`src/pdw_pkg.sv`:
```
/*
 * Constants, register map and carrier types for the port wake-up block.
 * Assumes a single clock pclk at 50 MHz and APB register access.
 */
// Function
// - De-bounce tap chosen among three prescaler taps.
// - Slowest tap selected after reset.
// - Detect one pin toggling, others held low.
// - Stable two periods sets port A flag.
// - Port A flag stops its sampling clock.
// - Wake-source write clears flag, restarts clock.
// - Halt request while either wake flag set.
// - Port interrupt when request and enabled.
// - Port B same filter, own flag.
// - Port B pins input after reset.
// - Per-bit direction from direction write.
// - Output latch drives only output pins.
// - Input read gives pins or latches.
// - Pull-low follows direction write operand.
// - Pull-low forced off on output pins.
// - Selected external edge sets request flag.
// - Request with halt enable sets start flag.
// - Request with interrupt enable gives interrupt.
package pdw_pkg;
	// Register byte offsets.
	localparam logic [7:0] OFS_CLK_SEL = 8'h00;
	localparam logic [7:0] OFS_WAKE_SEL = 8'h04;
	localparam logic [7:0] OFS_B_DIR = 8'h08;
	localparam logic [7:0] OFS_B_OUT = 8'h0c;
	localparam logic [7:0] OFS_B_IN = 8'h10;
	localparam logic [7:0] OFS_CTRL = 8'h14;
	localparam logic [7:0] OFS_STATUS = 8'h18;
	localparam logic [7:0] OFS_EXT_CLR = 8'h1c;
	// Tap select codes.
	localparam logic [1:0] TAP_DIV10 = 2'h0;
	localparam logic [1:0] TAP_DIV8 = 2'h1;
	localparam logic [1:0] TAP_DIV6 = 2'h2;
	// Nominal filter times in ms per tap.
	localparam int TAP_DIV10_MS = 32;
	localparam int TAP_DIV8_MS = 8;
	localparam int TAP_DIV6_MS = 2;
	localparam int CLK_HZ = 50000000;
	// Half of the filter time is one de-bounce period, since two periods are needed.
	localparam int TAP10_CYC = CLK_HZ / 1000 * TAP_DIV10_MS / 2;
	localparam int TAP8_CYC = CLK_HZ / 1000 * TAP_DIV8_MS / 2;
	localparam int TAP6_CYC = CLK_HZ / 1000 * TAP_DIV6_MS / 2;
	localparam int STABLE_TICKS = 2;
	// Bit positions in the control register.
	localparam int CTRL_PORT_INT_EN = 0;
	localparam int CTRL_EXT_HALT_EN = 1;
	localparam int CTRL_EXT_INT_EN = 2;
	// Bit positions in the status register.
	localparam int ST_A_WAKE = 0;
	localparam int ST_B_WAKE = 1;
	localparam int ST_PORT_HALT = 2;
	localparam int ST_EXT_HALT = 3;
	localparam int ST_EXT_START = 4;
	localparam logic [31:0] RESET_WORD = 32'h0000_0000;

	// APB request as a carrier.
	typedef struct packed {
		logic psel;
		logic penable;
		logic pwrite;
		logic [7:0] paddr;
		logic [31:0] pwdata;
	} pdw_apb_req_t;

	// Port B pad control group.
	typedef struct packed {
		logic [3:0] out;
		logic [3:0] oe_n;
		logic [3:0] pull_en;
	} pdw_pad_t;
endpackage : pdw_pkg

```
`src/pdw_sync.sv`:
```
/*
 * Two flip-flop synchroniser for a bus of pin levels.
 * Assumes the inputs are asynchronous to pclk.
 */
module pdw_sync #(
	parameter int WIDTH = 4
) (
	input wire logic pclk,
	input wire logic presetn,
	input wire logic [WIDTH-1:0] async_in,
	output logic [WIDTH-1:0] sync_out
);
	// Both stages held in one packed state.
	typedef struct packed {
		logic [WIDTH-1:0] s1;
		logic [WIDTH-1:0] s2;
	} pdw_sync_st_t;

	pdw_sync_st_t st_reg;
	pdw_sync_st_t st_next;

	// The first stage feeds only the second stage.
	always_comb
	begin
		st_next.s1 = async_in;
		st_next.s2 = st_reg.s1;
	end

	// Registers clear to zero under reset.
	always_ff @(posedge pclk or negedge presetn)
	begin
		if (!presetn)
			st_reg <= '0;
		else
			st_reg <= st_next;
	end

	assign sync_out = st_reg.s2;
endmodule : pdw_sync

```
`src/pdw_debounce.sv`:
```
/*
 * De-bounce and wake detector for one 4-bit port.
 * Assumes synchronised pins, a one-cycle sampling tick and a clear pulse.
 */
module pdw_debounce #(
	parameter int WIDTH = 4
) (
	input wire logic pclk,
	input wire logic presetn,
	input wire logic tick,
	input wire logic [WIDTH-1:0] pins,
	input wire logic [WIDTH-1:0] enable,
	input wire logic clear,
	output logic wake_flag
);
	// Whole state of the detector.
	typedef struct packed {
		logic [WIDTH-1:0] ref_lvl;
		logic [WIDTH-1:0] cand;
		logic [1:0] cnt;
		logic flag;
	} pdw_db_st_t;

	pdw_db_st_t st_reg;
	pdw_db_st_t st_next;
	logic [WIDTH-1:0] diff;
	logic one_pin;

	// Exactly one enabled pin differs and every other pin is low.
	always_comb
	begin
		diff = (pins ^ st_reg.ref_lvl) & enable;
		one_pin = 1'b0;
		for (int i = 0; i < WIDTH; i++)
			if (diff == WIDTH'(1 << i) && (pins & ~WIDTH'(1 << i)) == '0)
				one_pin = 1'b1;
	end

	// Sampling runs only on ticks while the flag is clear.
	always_comb
	begin
		st_next = st_reg;
		if (clear)
		begin
			st_next.flag = 1'b0;
			st_next.cnt = '0;
			st_next.ref_lvl = pins;
		end
		else if (tick && !st_reg.flag)
		begin
			if (one_pin && pins == st_reg.cand)
			begin
				if (st_reg.cnt == 2'(pdw_pkg::STABLE_TICKS - 1))
				begin
					st_next.flag = 1'b1;
					st_next.ref_lvl = pins;
					st_next.cnt = '0;
				end
				else
					st_next.cnt = st_reg.cnt + 2'h1;
			end
			else
			begin
				// A new or broken change restarts the count.
				st_next.cand = pins;
				st_next.cnt = one_pin ? 2'h1 : 2'h0;
				if (!one_pin)
					st_next.ref_lvl = pins & ~enable | st_reg.ref_lvl & enable;
			end
		end
	end

	// Registers reset to idle.
	always_ff @(posedge pclk or negedge presetn)
	begin
		if (!presetn)
			st_reg <= '0;
		else
			st_reg <= st_next;
	end

	assign wake_flag = st_reg.flag;
endmodule : pdw_debounce

```
`src/pdw_top.sv`:
```
/*
 * Port wake-up block: tap prescaler, two de-bounced ports, port B I/O,
 * external pin edge logic and an APB register slave.
 * Assumes pclk at 50 MHz, asynchronous pins and an APB master.
 */
module pdw_top #(
	// Clock cycles per sampling period of the slowest tap.
	parameter int TAP10_CYC = pdw_pkg::TAP10_CYC,
	// Clock cycles per sampling period of the middle tap.
	parameter int TAP8_CYC = pdw_pkg::TAP8_CYC,
	// Clock cycles per sampling period of the fastest tap.
	parameter int TAP6_CYC = pdw_pkg::TAP6_CYC,
	// Set when the pull-low devices of port B are fitted.
	parameter bit PULL_FITTED = 1'b1,
	// Set for a rising active edge on the external pin, clear for a falling one.
	parameter bit EXT_RISING = 1'b1
) (
	// Clock and asynchronous active-low reset.
	input wire logic pclk,
	input wire logic presetn,
	// APB slave request.
	input wire logic psel,
	input wire logic penable,
	input wire logic pwrite,
	input wire logic [7:0] paddr,
	input wire logic [31:0] pwdata,
	// APB slave answer.
	output logic [31:0] prdata,
	output logic pready,
	output logic pslverr,
	// Port A pin levels.
	input wire logic [3:0] port_a_in,
	// Port B pin levels and pad controls.
	input wire logic [3:0] port_b_in,
	output logic [3:0] port_b_out,
	output logic [3:0] port_b_oe_n,
	output logic [3:0] port_b_pull_en,
	// External interrupt pin.
	input wire logic ext_int_pin,
	// Interrupt and halt release outputs.
	output logic port_irq,
	output logic ext_irq,
	output logic halt_release
);
	// Whole register state.
	typedef struct packed {
		// Selected de-bounce tap code.
		logic [1:0] tap_sel;
		// Port A pins that may wake the core.
		logic [3:0] a_wake_en;
		// Port B pins that may wake the core.
		logic [3:0] b_wake_en;
		// Port B direction, a one for an output.
		logic [3:0] b_dir;
		// Port B output latches.
		logic [3:0] b_latch;
		// Port B pull-low enables as written.
		logic [3:0] b_pull;
		// Port interrupt enable.
		logic port_int_en;
		// External halt-release enable.
		logic ext_halt_en;
		// External interrupt enable.
		logic ext_int_en;
		// External halt-release request flag.
		logic ext_halt_req;
		// External start condition flag.
		logic ext_start;
		// Previous synchronised external pin level.
		logic ext_prev;
		// Prescaler count within one sampling period.
		logic [31:0] tap_cnt;
		// Read data held for the access phase.
		logic [31:0] rdata;
	} pdw_top_st_t;

	// Registered state.
	pdw_top_st_t st_reg;
	// Next value of the state.
	pdw_top_st_t st_next;
	// Bus request carrier.
	pdw_pkg::pdw_apb_req_t req;
	// Port B pad control carrier.
	pdw_pkg::pdw_pad_t pad;
	// Synchronised port A pins.
	logic [3:0] a_sync;
	// Synchronised port B pins.
	logic [3:0] b_sync;
	// Synchronised external pin.
	logic [0:0] ext_sync;
	// Port A start condition flag.
	logic a_wake_flag;
	// Port B start condition flag.
	logic b_wake_flag;
	// Shared port halt-release request.
	logic port_halt_req;
	// A write completes at this edge.
	logic wr_en;
	// A read setup cycle ends at this edge.
	logic rd_en;
	// The address names a register.
	logic hit;
	// One-cycle de-bounce sampling tick.
	logic tick;
	// Wake-source write that clears both port flags.
	logic wake_clear;
	// Active edge seen on the external pin.
	logic ext_edge;
	// Length of the current sampling period.
	logic [31:0] tap_len;
	// Port B input read value.
	logic [3:0] b_read;
	// Selected read word.
	logic [31:0] rd_mux;
	// Status word.
	logic [7:0] status;

	// Bus request gathered into one carrier.
	assign req = '{psel: psel, penable: penable, pwrite: pwrite, paddr: paddr, pwdata: pwdata};

	// Synchronisers for both ports and the external pin.
	// Port A pins.
	pdw_sync #(.WIDTH(4)) u_sync_a (
		.pclk(pclk),
		.presetn(presetn),
		.async_in(port_a_in),
		.sync_out(a_sync)
	);
	// Port B pins, read back from the pads.
	pdw_sync #(.WIDTH(4)) u_sync_b (
		.pclk(pclk),
		.presetn(presetn),
		.async_in(port_b_in),
		.sync_out(b_sync)
	);
	// External interrupt pin.
	pdw_sync #(.WIDTH(1)) u_sync_e (
		.pclk(pclk),
		.presetn(presetn),
		.async_in(ext_int_pin),
		.sync_out(ext_sync)
	);

	// The slave answers in the first access cycle; a write lands at that edge.
	assign wr_en = req.psel && req.penable && req.pwrite;
	// Read data is captured at the end of the setup cycle, so that it already
	// stands in a flip-flop when the access cycle completes.
	assign rd_en = req.psel && !req.penable && !req.pwrite;
	// No wait state is ever inserted.
	assign pready = 1'b1;
	assign hit = (req.paddr == pdw_pkg::OFS_CLK_SEL) || (req.paddr == pdw_pkg::OFS_WAKE_SEL)
		|| (req.paddr == pdw_pkg::OFS_B_DIR) || (req.paddr == pdw_pkg::OFS_B_OUT)
		|| (req.paddr == pdw_pkg::OFS_B_IN) || (req.paddr == pdw_pkg::OFS_CTRL)
		|| (req.paddr == pdw_pkg::OFS_STATUS) || (req.paddr == pdw_pkg::OFS_EXT_CLR);
	// Unmapped addresses answer with an error and read zero.
	assign pslverr = req.psel && req.penable && !hit;

	// Writing the wake-source register clears both port flags and restarts sampling.
	assign wake_clear = wr_en && req.paddr == pdw_pkg::OFS_WAKE_SEL;

	// Tap period length picked by the clock select.
	always_comb
	begin
		unique case (st_reg.tap_sel)
			pdw_pkg::TAP_DIV8: tap_len = 32'(TAP8_CYC);
			pdw_pkg::TAP_DIV6: tap_len = 32'(TAP6_CYC);
			default: tap_len = 32'(TAP10_CYC);
		endcase
	end
	// One tick when the prescaler reaches the end of the period.
	assign tick = st_reg.tap_cnt >= tap_len - 32'h1;

	// Port A and port B de-bounce detectors.
	// Port A watches every pin that its wake mask enables.
	pdw_debounce #(.WIDTH(4)) u_db_a (
		.pclk(pclk),
		.presetn(presetn),
		.tick(tick),
		.pins(a_sync),
		.enable(st_reg.a_wake_en),
		.clear(wake_clear),
		.wake_flag(a_wake_flag)
	);
	// Port B wakes only from enabled pins in input mode.
	pdw_debounce #(.WIDTH(4)) u_db_b (
		.pclk(pclk),
		.presetn(presetn),
		.tick(tick),
		.pins(b_sync),
		.enable(st_reg.b_wake_en & ~st_reg.b_dir),
		.clear(wake_clear),
		.wake_flag(b_wake_flag)
	);

	// Shared halt request and the port interrupt.
	assign port_halt_req = a_wake_flag | b_wake_flag;
	assign port_irq = port_halt_req & st_reg.port_int_en;
	assign ext_irq = st_reg.ext_halt_req & st_reg.ext_int_en;
	assign halt_release = (port_halt_req | st_reg.ext_start);

	// Edge detect on the synchronised external pin, polarity by option.
	// The previous level and the synchroniser both reset low.
	assign ext_edge = EXT_RISING ? (ext_sync[0] & ~st_reg.ext_prev)
		: (~ext_sync[0] & st_reg.ext_prev);

	// Input reads take pin levels for inputs and latches for outputs.
	assign b_read = (b_sync & ~st_reg.b_dir) | (st_reg.b_latch & st_reg.b_dir);

	// Status word.
	always_comb
	begin
		status = '0;
		status[pdw_pkg::ST_A_WAKE] = a_wake_flag;
		status[pdw_pkg::ST_B_WAKE] = b_wake_flag;
		status[pdw_pkg::ST_PORT_HALT] = port_halt_req;
		status[pdw_pkg::ST_EXT_HALT] = st_reg.ext_halt_req;
		status[pdw_pkg::ST_EXT_START] = st_reg.ext_start;
	end

	// Read data multiplexer; narrow fields sit in the low bits.
	always_comb
	begin
		rd_mux = pdw_pkg::RESET_WORD;
		unique case (req.paddr)
			// Tap code.
			pdw_pkg::OFS_CLK_SEL: rd_mux[1:0] = st_reg.tap_sel;
			// Both wake masks, port B in the upper nibble.
			pdw_pkg::OFS_WAKE_SEL: rd_mux[7:0] = {st_reg.b_wake_en, st_reg.a_wake_en};
			// Pull enables above the direction bits.
			pdw_pkg::OFS_B_DIR: rd_mux[7:0] = {st_reg.b_pull, st_reg.b_dir};
			// Output latches.
			pdw_pkg::OFS_B_OUT: rd_mux[3:0] = st_reg.b_latch;
			// Pins for inputs, latches for outputs.
			pdw_pkg::OFS_B_IN: rd_mux[3:0] = b_read;
			// Enable bits.
			pdw_pkg::OFS_CTRL:
			begin
				rd_mux[pdw_pkg::CTRL_PORT_INT_EN] = st_reg.port_int_en;
				rd_mux[pdw_pkg::CTRL_EXT_HALT_EN] = st_reg.ext_halt_en;
				rd_mux[pdw_pkg::CTRL_EXT_INT_EN] = st_reg.ext_int_en;
			end
			// Flags.
			pdw_pkg::OFS_STATUS: rd_mux[7:0] = status;
			// The clear register and unmapped addresses read zero.
			default: rd_mux = pdw_pkg::RESET_WORD;
		endcase
	end

	// Next-state logic for registers, prescaler and external flags.
	always_comb
	begin
		st_next = st_reg;
		st_next.ext_prev = ext_sync[0];
		// Prescaler wraps each sampling period; a new tap restarts it.
		st_next.tap_cnt = tick ? 32'h0 : st_reg.tap_cnt + 32'h1;
		// The read word is held from the setup edge through the access cycle.
		if (rd_en)
			st_next.rdata = rd_mux;
		// Register writes land at the completing access edge.
		if (wr_en)
		begin
			unique case (req.paddr)
				pdw_pkg::OFS_CLK_SEL:
				begin
					// Code 3 is not a tap and selects the slowest one.
					st_next.tap_sel = (req.pwdata[1:0] == pdw_pkg::TAP_DIV8
						|| req.pwdata[1:0] == pdw_pkg::TAP_DIV6)
						? req.pwdata[1:0] : pdw_pkg::TAP_DIV10;
					st_next.tap_cnt = 32'h0;
				end
				// Wake masks; the same write clears both port flags.
				pdw_pkg::OFS_WAKE_SEL:
				begin
					st_next.a_wake_en = req.pwdata[3:0];
					st_next.b_wake_en = req.pwdata[7:4];
				end
				// Direction and pull-low enables in one write.
				pdw_pkg::OFS_B_DIR:
				begin
					st_next.b_dir = req.pwdata[3:0];
					st_next.b_pull = req.pwdata[7:4];
				end
				// Output latches load even while the pins are inputs.
				pdw_pkg::OFS_B_OUT: st_next.b_latch = req.pwdata[3:0];
				pdw_pkg::OFS_CTRL:
				begin
					st_next.port_int_en = req.pwdata[pdw_pkg::CTRL_PORT_INT_EN];
					st_next.ext_halt_en = req.pwdata[pdw_pkg::CTRL_EXT_HALT_EN];
					st_next.ext_int_en = req.pwdata[pdw_pkg::CTRL_EXT_INT_EN];
				end
				// External flag clear.
				pdw_pkg::OFS_EXT_CLR:
				begin
					// Writing ones clears the external flags.
					if (req.pwdata[pdw_pkg::ST_EXT_HALT])
						st_next.ext_halt_req = 1'b0;
					if (req.pwdata[pdw_pkg::ST_EXT_START])
						st_next.ext_start = 1'b0;
				end
				default:
				begin
				end
			endcase
		end
		// A fresh edge wins over a clear in the same cycle.
		if (ext_edge)
			st_next.ext_halt_req = 1'b1;
		if ((ext_edge || st_reg.ext_halt_req) && st_reg.ext_halt_en
			&& !(wr_en && req.paddr == pdw_pkg::OFS_EXT_CLR
			&& req.pwdata[pdw_pkg::ST_EXT_HALT] && !ext_edge))
			st_next.ext_start = 1'b1;
	end

	// Reset leaves port B as inputs and the slowest tap selected.
	always_ff @(posedge pclk or negedge presetn)
	begin
		if (!presetn)
		begin
			st_reg <= '0;
			st_reg.tap_sel <= pdw_pkg::TAP_DIV10;
			st_reg.b_dir <= 4'h0;
		end
		else
			st_reg <= st_next;
	end

	// Pads: latch drives output pins only, pull-low off on outputs.
	always_comb
	begin
		// The latch is always presented; the enable decides whether it drives.
		pad.out = st_reg.b_latch;
		// Enable is low on output pins, so reset leaves every pin an input.
		pad.oe_n = ~st_reg.b_dir;
		// Pull-low only where fitted and only on input pins.
		pad.pull_en = PULL_FITTED ? (st_reg.b_pull & ~st_reg.b_dir) : 4'h0;
	end
	assign port_b_out = pad.out;
	assign port_b_oe_n = pad.oe_n;
	assign port_b_pull_en = pad.pull_en;
	assign prdata = st_reg.rdata;
endmodule : pdw_top

```
`config.mk`:
```
export PLATFORM = sky130hd
export DESIGN_NAME = pdw_top
export DESIGN_NICKNAME = d
export VERILOG_FILES = /design/src/pdw_pkg.sv /design/src/pdw_sync.sv /design/src/pdw_debounce.sv /design/src/pdw_top.sv
export SDC_FILE = /design/constraint.sdc
export NUM_CORES = 1
export LEC_CHECK = 0
export BUFFER_PORTS_ARGS = -buffer_cell sky130_fd_sc_hd__buf_2
export CORE_MARGIN = 3
export CORE_UTILIZATION = 45
export DETAILED_ROUTE_END_ITERATION = 10
export HOLD_SLACK_MARGIN = 0.08
export PLACE_DENSITY_LB_ADDON = 0.2
export SYNTH_ARGS = -nofsm -noshare
export SYNTH_HDL_FRONTEND = slang
export SYNTH_SLANG_ARGS = --single-unit
```
`constraint.sdc`:
```
create_clock -name pclk -period 2.75 [get_ports pclk]
set_input_delay 0.4125 -clock pclk [delete_from_list [all_inputs] [get_ports pclk]]
set_output_delay 0.4125 -clock pclk [all_outputs]
set_load 0.02 [all_outputs]
```
==> results of run 1 <==
worst paths after layout:
check / to / slack, ns / cells past startpoint
setup / recovery: u_db_b.st_reg[7]$_DFFE_PN0P_ / -0.09 / 12
hold / removal: u_sync_e.st_next[0]$_DFF_PN0_ / 0.16 / 1
setup reg to reg: u_db_b.st_reg[7]$_DFFE_PN0P_ / -0.09 / 12
hold reg to reg: u_sync_b.sync_out[0]$_DFF_PN0_ / 0.35 / 0
max in group asynchronous: st_reg[35]$_DFF_PN0_ / 1.48 / 3
min in group asynchronous: st_reg[63]$_DFF_PN0_ / 0.59 / 2
where the power goes:
group          internal (mW)  switching (mW)
Sequential              1.69          0.0986
Combinational          0.177           0.186
Clock                  0.716           0.589
cells in the final DEF, fill, tap and decap left out, types with 10 or more instances in the layout:
cell type  synthesis  final
mux2_4             0     11
nor3_1            11     10
conb_1             2     36
a21oi_1           22     19
xor2_1            22     22
nand3_1           17     17
nand2_1           31     31
nor2_1            44     43
ha_1              20     10
mux2_2            41     32
xnor2_1           10     10
dfrtp_1          108    107
buf_4             37     23
o21ai_0           23     21
buf_2              0     52
inv_1             18     13
cells by family (layout without fill, tap and decap cells):
logic type	count (synthesis)	in the layout	share of synthesized area (%)
AO/OA/AOI/OAI	88	88	10.44
XOR/XNOR	32	32	5.038
adder cells (fa/ha/maj)	20	20	4.498
buffers and inverters	67	116	7.152
flip-flops	108	108	48.58
multiplexers	48	48	9.851
other	2	36	0.1350
AND/OR/NAND/NOR	158	158	14.31
routing by layer:
metal,wire length [um],global-route usage (%)
met5,0,0
met4,297,7.798
met3,577,2.828
met2,5496,26.70
met1,5419,25.01
metrics by stage:
| stage | TNS [ns] | power (mW) |
|---|---|---|
| 3_5_place_dp | -0.4947 | 2.140 |
| 3_3_place_gp | -0.5514 | 2.126 |
| 2_1_floorplan | 0 | 2.047 |
| 5_1_grt | -1.888 | 3.628 |
| 4_1_cts | -0.1569 | 3.466 |
| 6_report | -0.4641 | 3.462 |
final cells by class:
class	count	area [sq um]
Timing Repair Buffer	82	528.0
Inverter	18	75.07
Clock inverter	6	72.57
Fill cell	1014	5122
Multi-Input combinational cell	382	2824
Sequential cell	108	2704
Clock buffer	10	229.0
Tap cell	164	205.2
worst max-delay path: stages (launching register included):
cell and delay [ns]:
dfrtp_2 0.44, buf_6 0.13, inv_4 0.05, ha_4 0.12, inv_2 0.04, ha_4 0.26
nand4_1 0.17, nor4_2 0.34, a211oi_2 0.14, o22a_1 0.21, o41a_1 0.36, o21ai_1 0.11
mux2_1 0.33
repair_timing:
action | in CTS | in global routing
gates resized for setup | 20 | 28
endpoints found under the setup margin | 15 | 39
buffers inserted | 4 | 4
hold buffers | 1 | 0
pin swaps | 12 | 14
endpoints found under the hold margin | 37 | 0
==> qor.csv, run 1 <==
metric,value,unit
powerDensity,521.5,nW/um^2
clk_latency,0.35,ns
routed_wl,11.79,mm
postPlaceCellArea,6038,sq um
die_area,13730,sq um
worstSetupStartpointType,register,
dpl.hpwl,8.388,mm
stdcell_count,770,
fin_worst_skew,0.007728,ns
core_area,11760,sq um
hold_viol_final,0,
yosysUniqueCellTypes,62,
synth_area,5563,sq um
cts_root_buf,clkbuf_16,
route.antenna.remaining_nets,0,
fmax,0.3524,GHz
relSlewSlack,54.51,%
final_util,56.44,%
hold_path_startpoint,ext_int_pin,
grt_pass1_wl,18.91,mm
dpl.cell_count,746,
synth.top_cell.area_share,48.58,%
grt_max_degree,49,
ir_drop,0.3818,mV
dp_slack,-0.1025,ns
arrival,3.07,ns
drive_above_1_share,28.88,%
criticalPathCategory,register to register,
failed_checks,negative setup slack,
tightest_slew,0.6771,ns
synth_top_cells_by_area,"dfrtp_1 (49%), mux2_2 (8.3%), buf_4 (5.0%)",
critPathCaptureType,register,
hold_path.class,input port to register,
gp_congestion,0.8854,
initial_core_util,47.30,%
synth_commonest_cells,"dfrtp_1 (108), nor2_1 (44), mux2_2 (41)",
drc,0,
drv_slew,0,
grt_util_all_layers,17.61,%
cts.clk_slew.worst_paths,0.07,ns
ys_seq_elements,108,
rsz0062_at_grt,yes,
nets,675,
antenna_found_initial,0,
whs,0.1633,ns
setup_violations,8,
async_flop_share,100.0,%
clock_sinks,108,
syn-instance-count,523,
die_h,117.2,um
yosys_most_used_dff,dfrtp_1,
fin_crit_sh,103.2,%
status,"complete, but fails checks",
io_buffers,53,
vias,4053,
cts_tree,done,
reg2reg_from,st_reg[91]$_DFFE_PN0P_,
synth_edf_count,0,
worst_slack,-0.08783,ns
dr.pass1.iters,4,
drt_iter0_drc,187,
period_needed,2.838,ns
max_cap_viol_count,0,
design_area,6638,sq um
vias_per_cell,5.264,
largest_register_ffs,56,
wire_per_inst,15.31,um
gr-total-overflow,0,
ys_seq_area_share,48.58,%
grt_pass1_vias,3825,
yosysTopAreaCell,dfrtp_1,
worstPathMaxFanout,3,
ctsLongestPathBuffers,2,
area_delta_synth_final,19.32,%
syn_avg_cell_area,10.64,sq um
num_rows,39,
worstPathRequired,2.98,ns
p_leak,3.048,nW
crit_start,st_reg[91]$_DFFE_PN0P_,
cts_max_level,3,
numCtsBuffers,9,
synth.most_common_cell,dfrtp_1,
ys_warn_count,0,
antennaDiodeCount,0,
io_pins,103,
dieWidth,117.2,um
Power figures use the tool's default switching activity.
==> inputs of run 2 (changes only) <==
PLACE_DENSITY = 0.8   (was not set)
PLACE_DENSITY_LB_ADDON = not set   (was 0.2)
SKIP_LAST_GASP = 1   (was not set)
==> run 2 against run 1 <==
Against the previous run: the run still ends with negative setup slack left; combinational power barely moved; total power fell by 3.0%; global-route usage rose by 0.60 points; first-iteration DRC count rose by 120%; critical path depth did not move; clock-buffer cell count fell by 1; design area fell by 0.57%; critical endpoint is now u_db_a.st_reg[4]$_DFFE_PN0P_; largest cell class unchanged.
==> qor.csv, run 2 (same netlist as run 1, synthesis figures left out) <==
metric,value,unit,change
dpl.hpwl,8.750,mm,+4.3%
core_area,11760,sq um,unchanged
gp_congestion,0.8718,,-1.5%
status,"complete, but fails checks",,
powerDensity,508.6,nW/um^2,-2.5%
cts.clk_slew.worst_paths,0.07,ns,about the same
worstPathMaxFanout,6,,+3
fill_cells,954,,-5.9%
period_needed,2.920,ns,+0.08210 ns
initial_core_util,47.30,%,unchanged
nets,673,,-0.30%
hold_path.class,input port to async pin,,
final_cell_mix,"dfrtp_1 (108), buf_2 (52), nor2_1 (44), conb_1 (36), mux2_2 (35)",,
io_buffers,53,,unchanged
cts_max_level,3,,unchanged
die_area,13730,sq um,unchanged
critPathMaxStageDelay,0.38,ns,-0.06 ns
crit_start,st_reg[90]$_DFFE_PN0P_,,
rrSetupSlack,-0.17,ns,-0.08 ns
cpMaxStageDelayCell,dfrtp_1,,
final_common_cell,dfrtp_1,,
clk_latency,0.35,ns,about the same
worstPathRequired,2.98,ns,about the same
stdcell_count,767,,-0.39%
failed_checks,negative setup slack,,
drive_above_1_share,29.19,%,+0.31 points
worst_slack,-0.1699,ns,-0.08210 ns
grt_util_all_layers,18.21,%,+0.60 points
drt_iter0_drc,410,,+120%
dr.pass1.iters,5,,+1
cp_top_family,simple AND/OR/NAND/NOR gates,,
dieWidth,117.2,um,unchanged
die_h,117.2,um,unchanged
wire_per_inst,16.41,um,+7.1%
drc,0,,unchanged
r2r-end,u_db_a.st_reg[4]$_DFFE_PN0P_,,
route.antenna.remaining_nets,0,,unchanged
relSlewSlack,54.34,%,-0.17 points
cts_root_buf,clkbuf_16,,
grt_pass1_vias,4021,,+5.1%
antennaDiodeCount,0,,unchanged
gr-total-overflow,0,,unchanged
crit_chain,inv_2 > ha_4 > inv_6 > ha_4 > nand4_1 > nor4_2 > a211oi_2 > o21ai_2 > nand2b_4 > nor3b_4 > buf_6 > mux2_4,,
reg2reg_from,st_reg[90]$_DFFE_PN0P_,,
rsz0062_at_grt,yes,,
setup_violations,16,,+8
arrival,3.15,ns,+0.08 ns
hold_viol_final,0,,unchanged
ff2ff_path_depth,12,,unchanged
dp_slack,-0.2352,ns,-0.1327 ns
fin_worst_skew,0.007851,ns,+0.0001226 ns
cts_tree,done,,
area_delta_synth_final,18.65,%,
crit_path_frequent_cell,ha_4,,
critical_path.endpoint,u_db_a.st_reg[4]$_DFFE_PN0P_,,
postPlaceCellArea,6023,sq um,-0.25%
clock_sinks,108,,unchanged
criticalPathCategory,register to register,,
num_rows,39,,unchanged
tightest_slew,0.6849,ns,+0.007743 ns
routed_wl,12.58,mm,+6.7%
critPathBufInv,3,,unchanged
worstSetupStartpointType,register,,
vias,4115,,+1.5%
critPathCaptureType,register,,
io_pins,103,,unchanged
fin_crit_sh,106.2,%,+3.0 points
vias_per_cell,5.365,,+1.9%
cts_hold_buf,0,,-1
max_cap_viol_count,0,,unchanged
dpl.cell_count,744,,-0.27%
numCtsBuffers,9,,unchanged
critical_path_cell_count,12,,unchanged
p_leak,3.063,nW,+0.48%
fmax,0.3425,GHz,-2.8%
antenna_found_initial,0,,unchanged
ir_drop,0.3918,mV,+2.6%
grt_max_degree,56,,+14%
ctsLongestPathBuffers,2,,unchanged
fin_tns_setup,-1.635,ns,-1.171 ns
grt_pass1_wl,19.62,mm,+3.8%
design_area,6600,sq um,-0.57%
largest_register_ffs,56,,unchanged
drv_slew,0,,unchanged
## run 2: what timing repair did
item,4_1_cts,5_1_grt
gates cloned,0,1
endpoints found under the setup margin,37,39
gates resized for setup,28,23
pin swaps,12,6
buffers inserted,2,5
## run 2: worst register-to-register path: cells and delay by family (launching register included)
kind            cells  cell delay, ns
compound gates      2            0.41
fa+ha+maj           2            0.57
buf+inv             3            0.28
flops               1            0.38
mux                 1            0.30
simple gates        4            0.89
## run 2: through the flow
| stage | utilization [%] | power [mW] | hold slack (ns) |
|---|---|---|---|
| final | 56.12 | 3.357 | 0.1091 |
| after global routing | 56.12 | 3.500 | 0.1611 |
| after floorplan | - | 2.047 | 0.1169 |
| after global placement | 51.22 | 2.118 | 0.3330 |
| after detailed placement | 51.22 | 2.148 | 0.3347 |
| after CTS | 54.89 | 3.373 | 0.1435 |
## run 2: worst min-delay path by stage
stage	endpoint	start	slack, ns
2_1_floorplan	port_b_out[0]$_DFFE_PN0P_	presetn	0.12
3_5_place_dp	u_sync_b.sync_out[2]$_DFF_PN0_	u_sync_b.st_next[2]$_DFF_PN0_	0.33
3_3_place_gp	u_sync_e.sync_out$_DFF_PN0_	u_sync_e.st_next[0]$_DFF_PN0_	0.33
6_report	st_reg[48]$_DFF_PN0_	presetn	0.11
5_1_grt	u_sync_a.st_next[1]$_DFF_PN0_	port_a_in[1]	0.16
4_1_cts	u_sync_b.st_next[2]$_DFF_PN0_	presetn	0.14
## run 2: routing by layer
metal / vias to the layer above / wire length, um / GRT usage (%)
met2: 149 / 6333 / 31.15
met1: 2014 / 5233 / 23.50
li1: 1927 / - / -
met3: 25 / 751 / 3.496
met5: - / 0 / 0
met4: 0 / 266 / 5.428
## run 2: cell type report
class	instances	area [sq um]	share of cell area (%)
clock buffers	9	225.2	3.412
repair buffers	80	524.3	7.943
inverters	18	77.57	1.175
clock inverters	6	47.55	0.7204
well taps	164	205.2	3.109
multi-input cells	382	2818	42.69
flip-flops and latches	108	2703	40.95
## run 2: power by group
part           leakage (nW)  internal (mW)  switching (mW)  total [mW]
clock                 0.132          0.617           0.582        1.20
sequential             1.40           1.70           0.101        1.80
combinational          1.53          0.171           0.190       0.361
total                  3.06           2.48           0.874        3.36
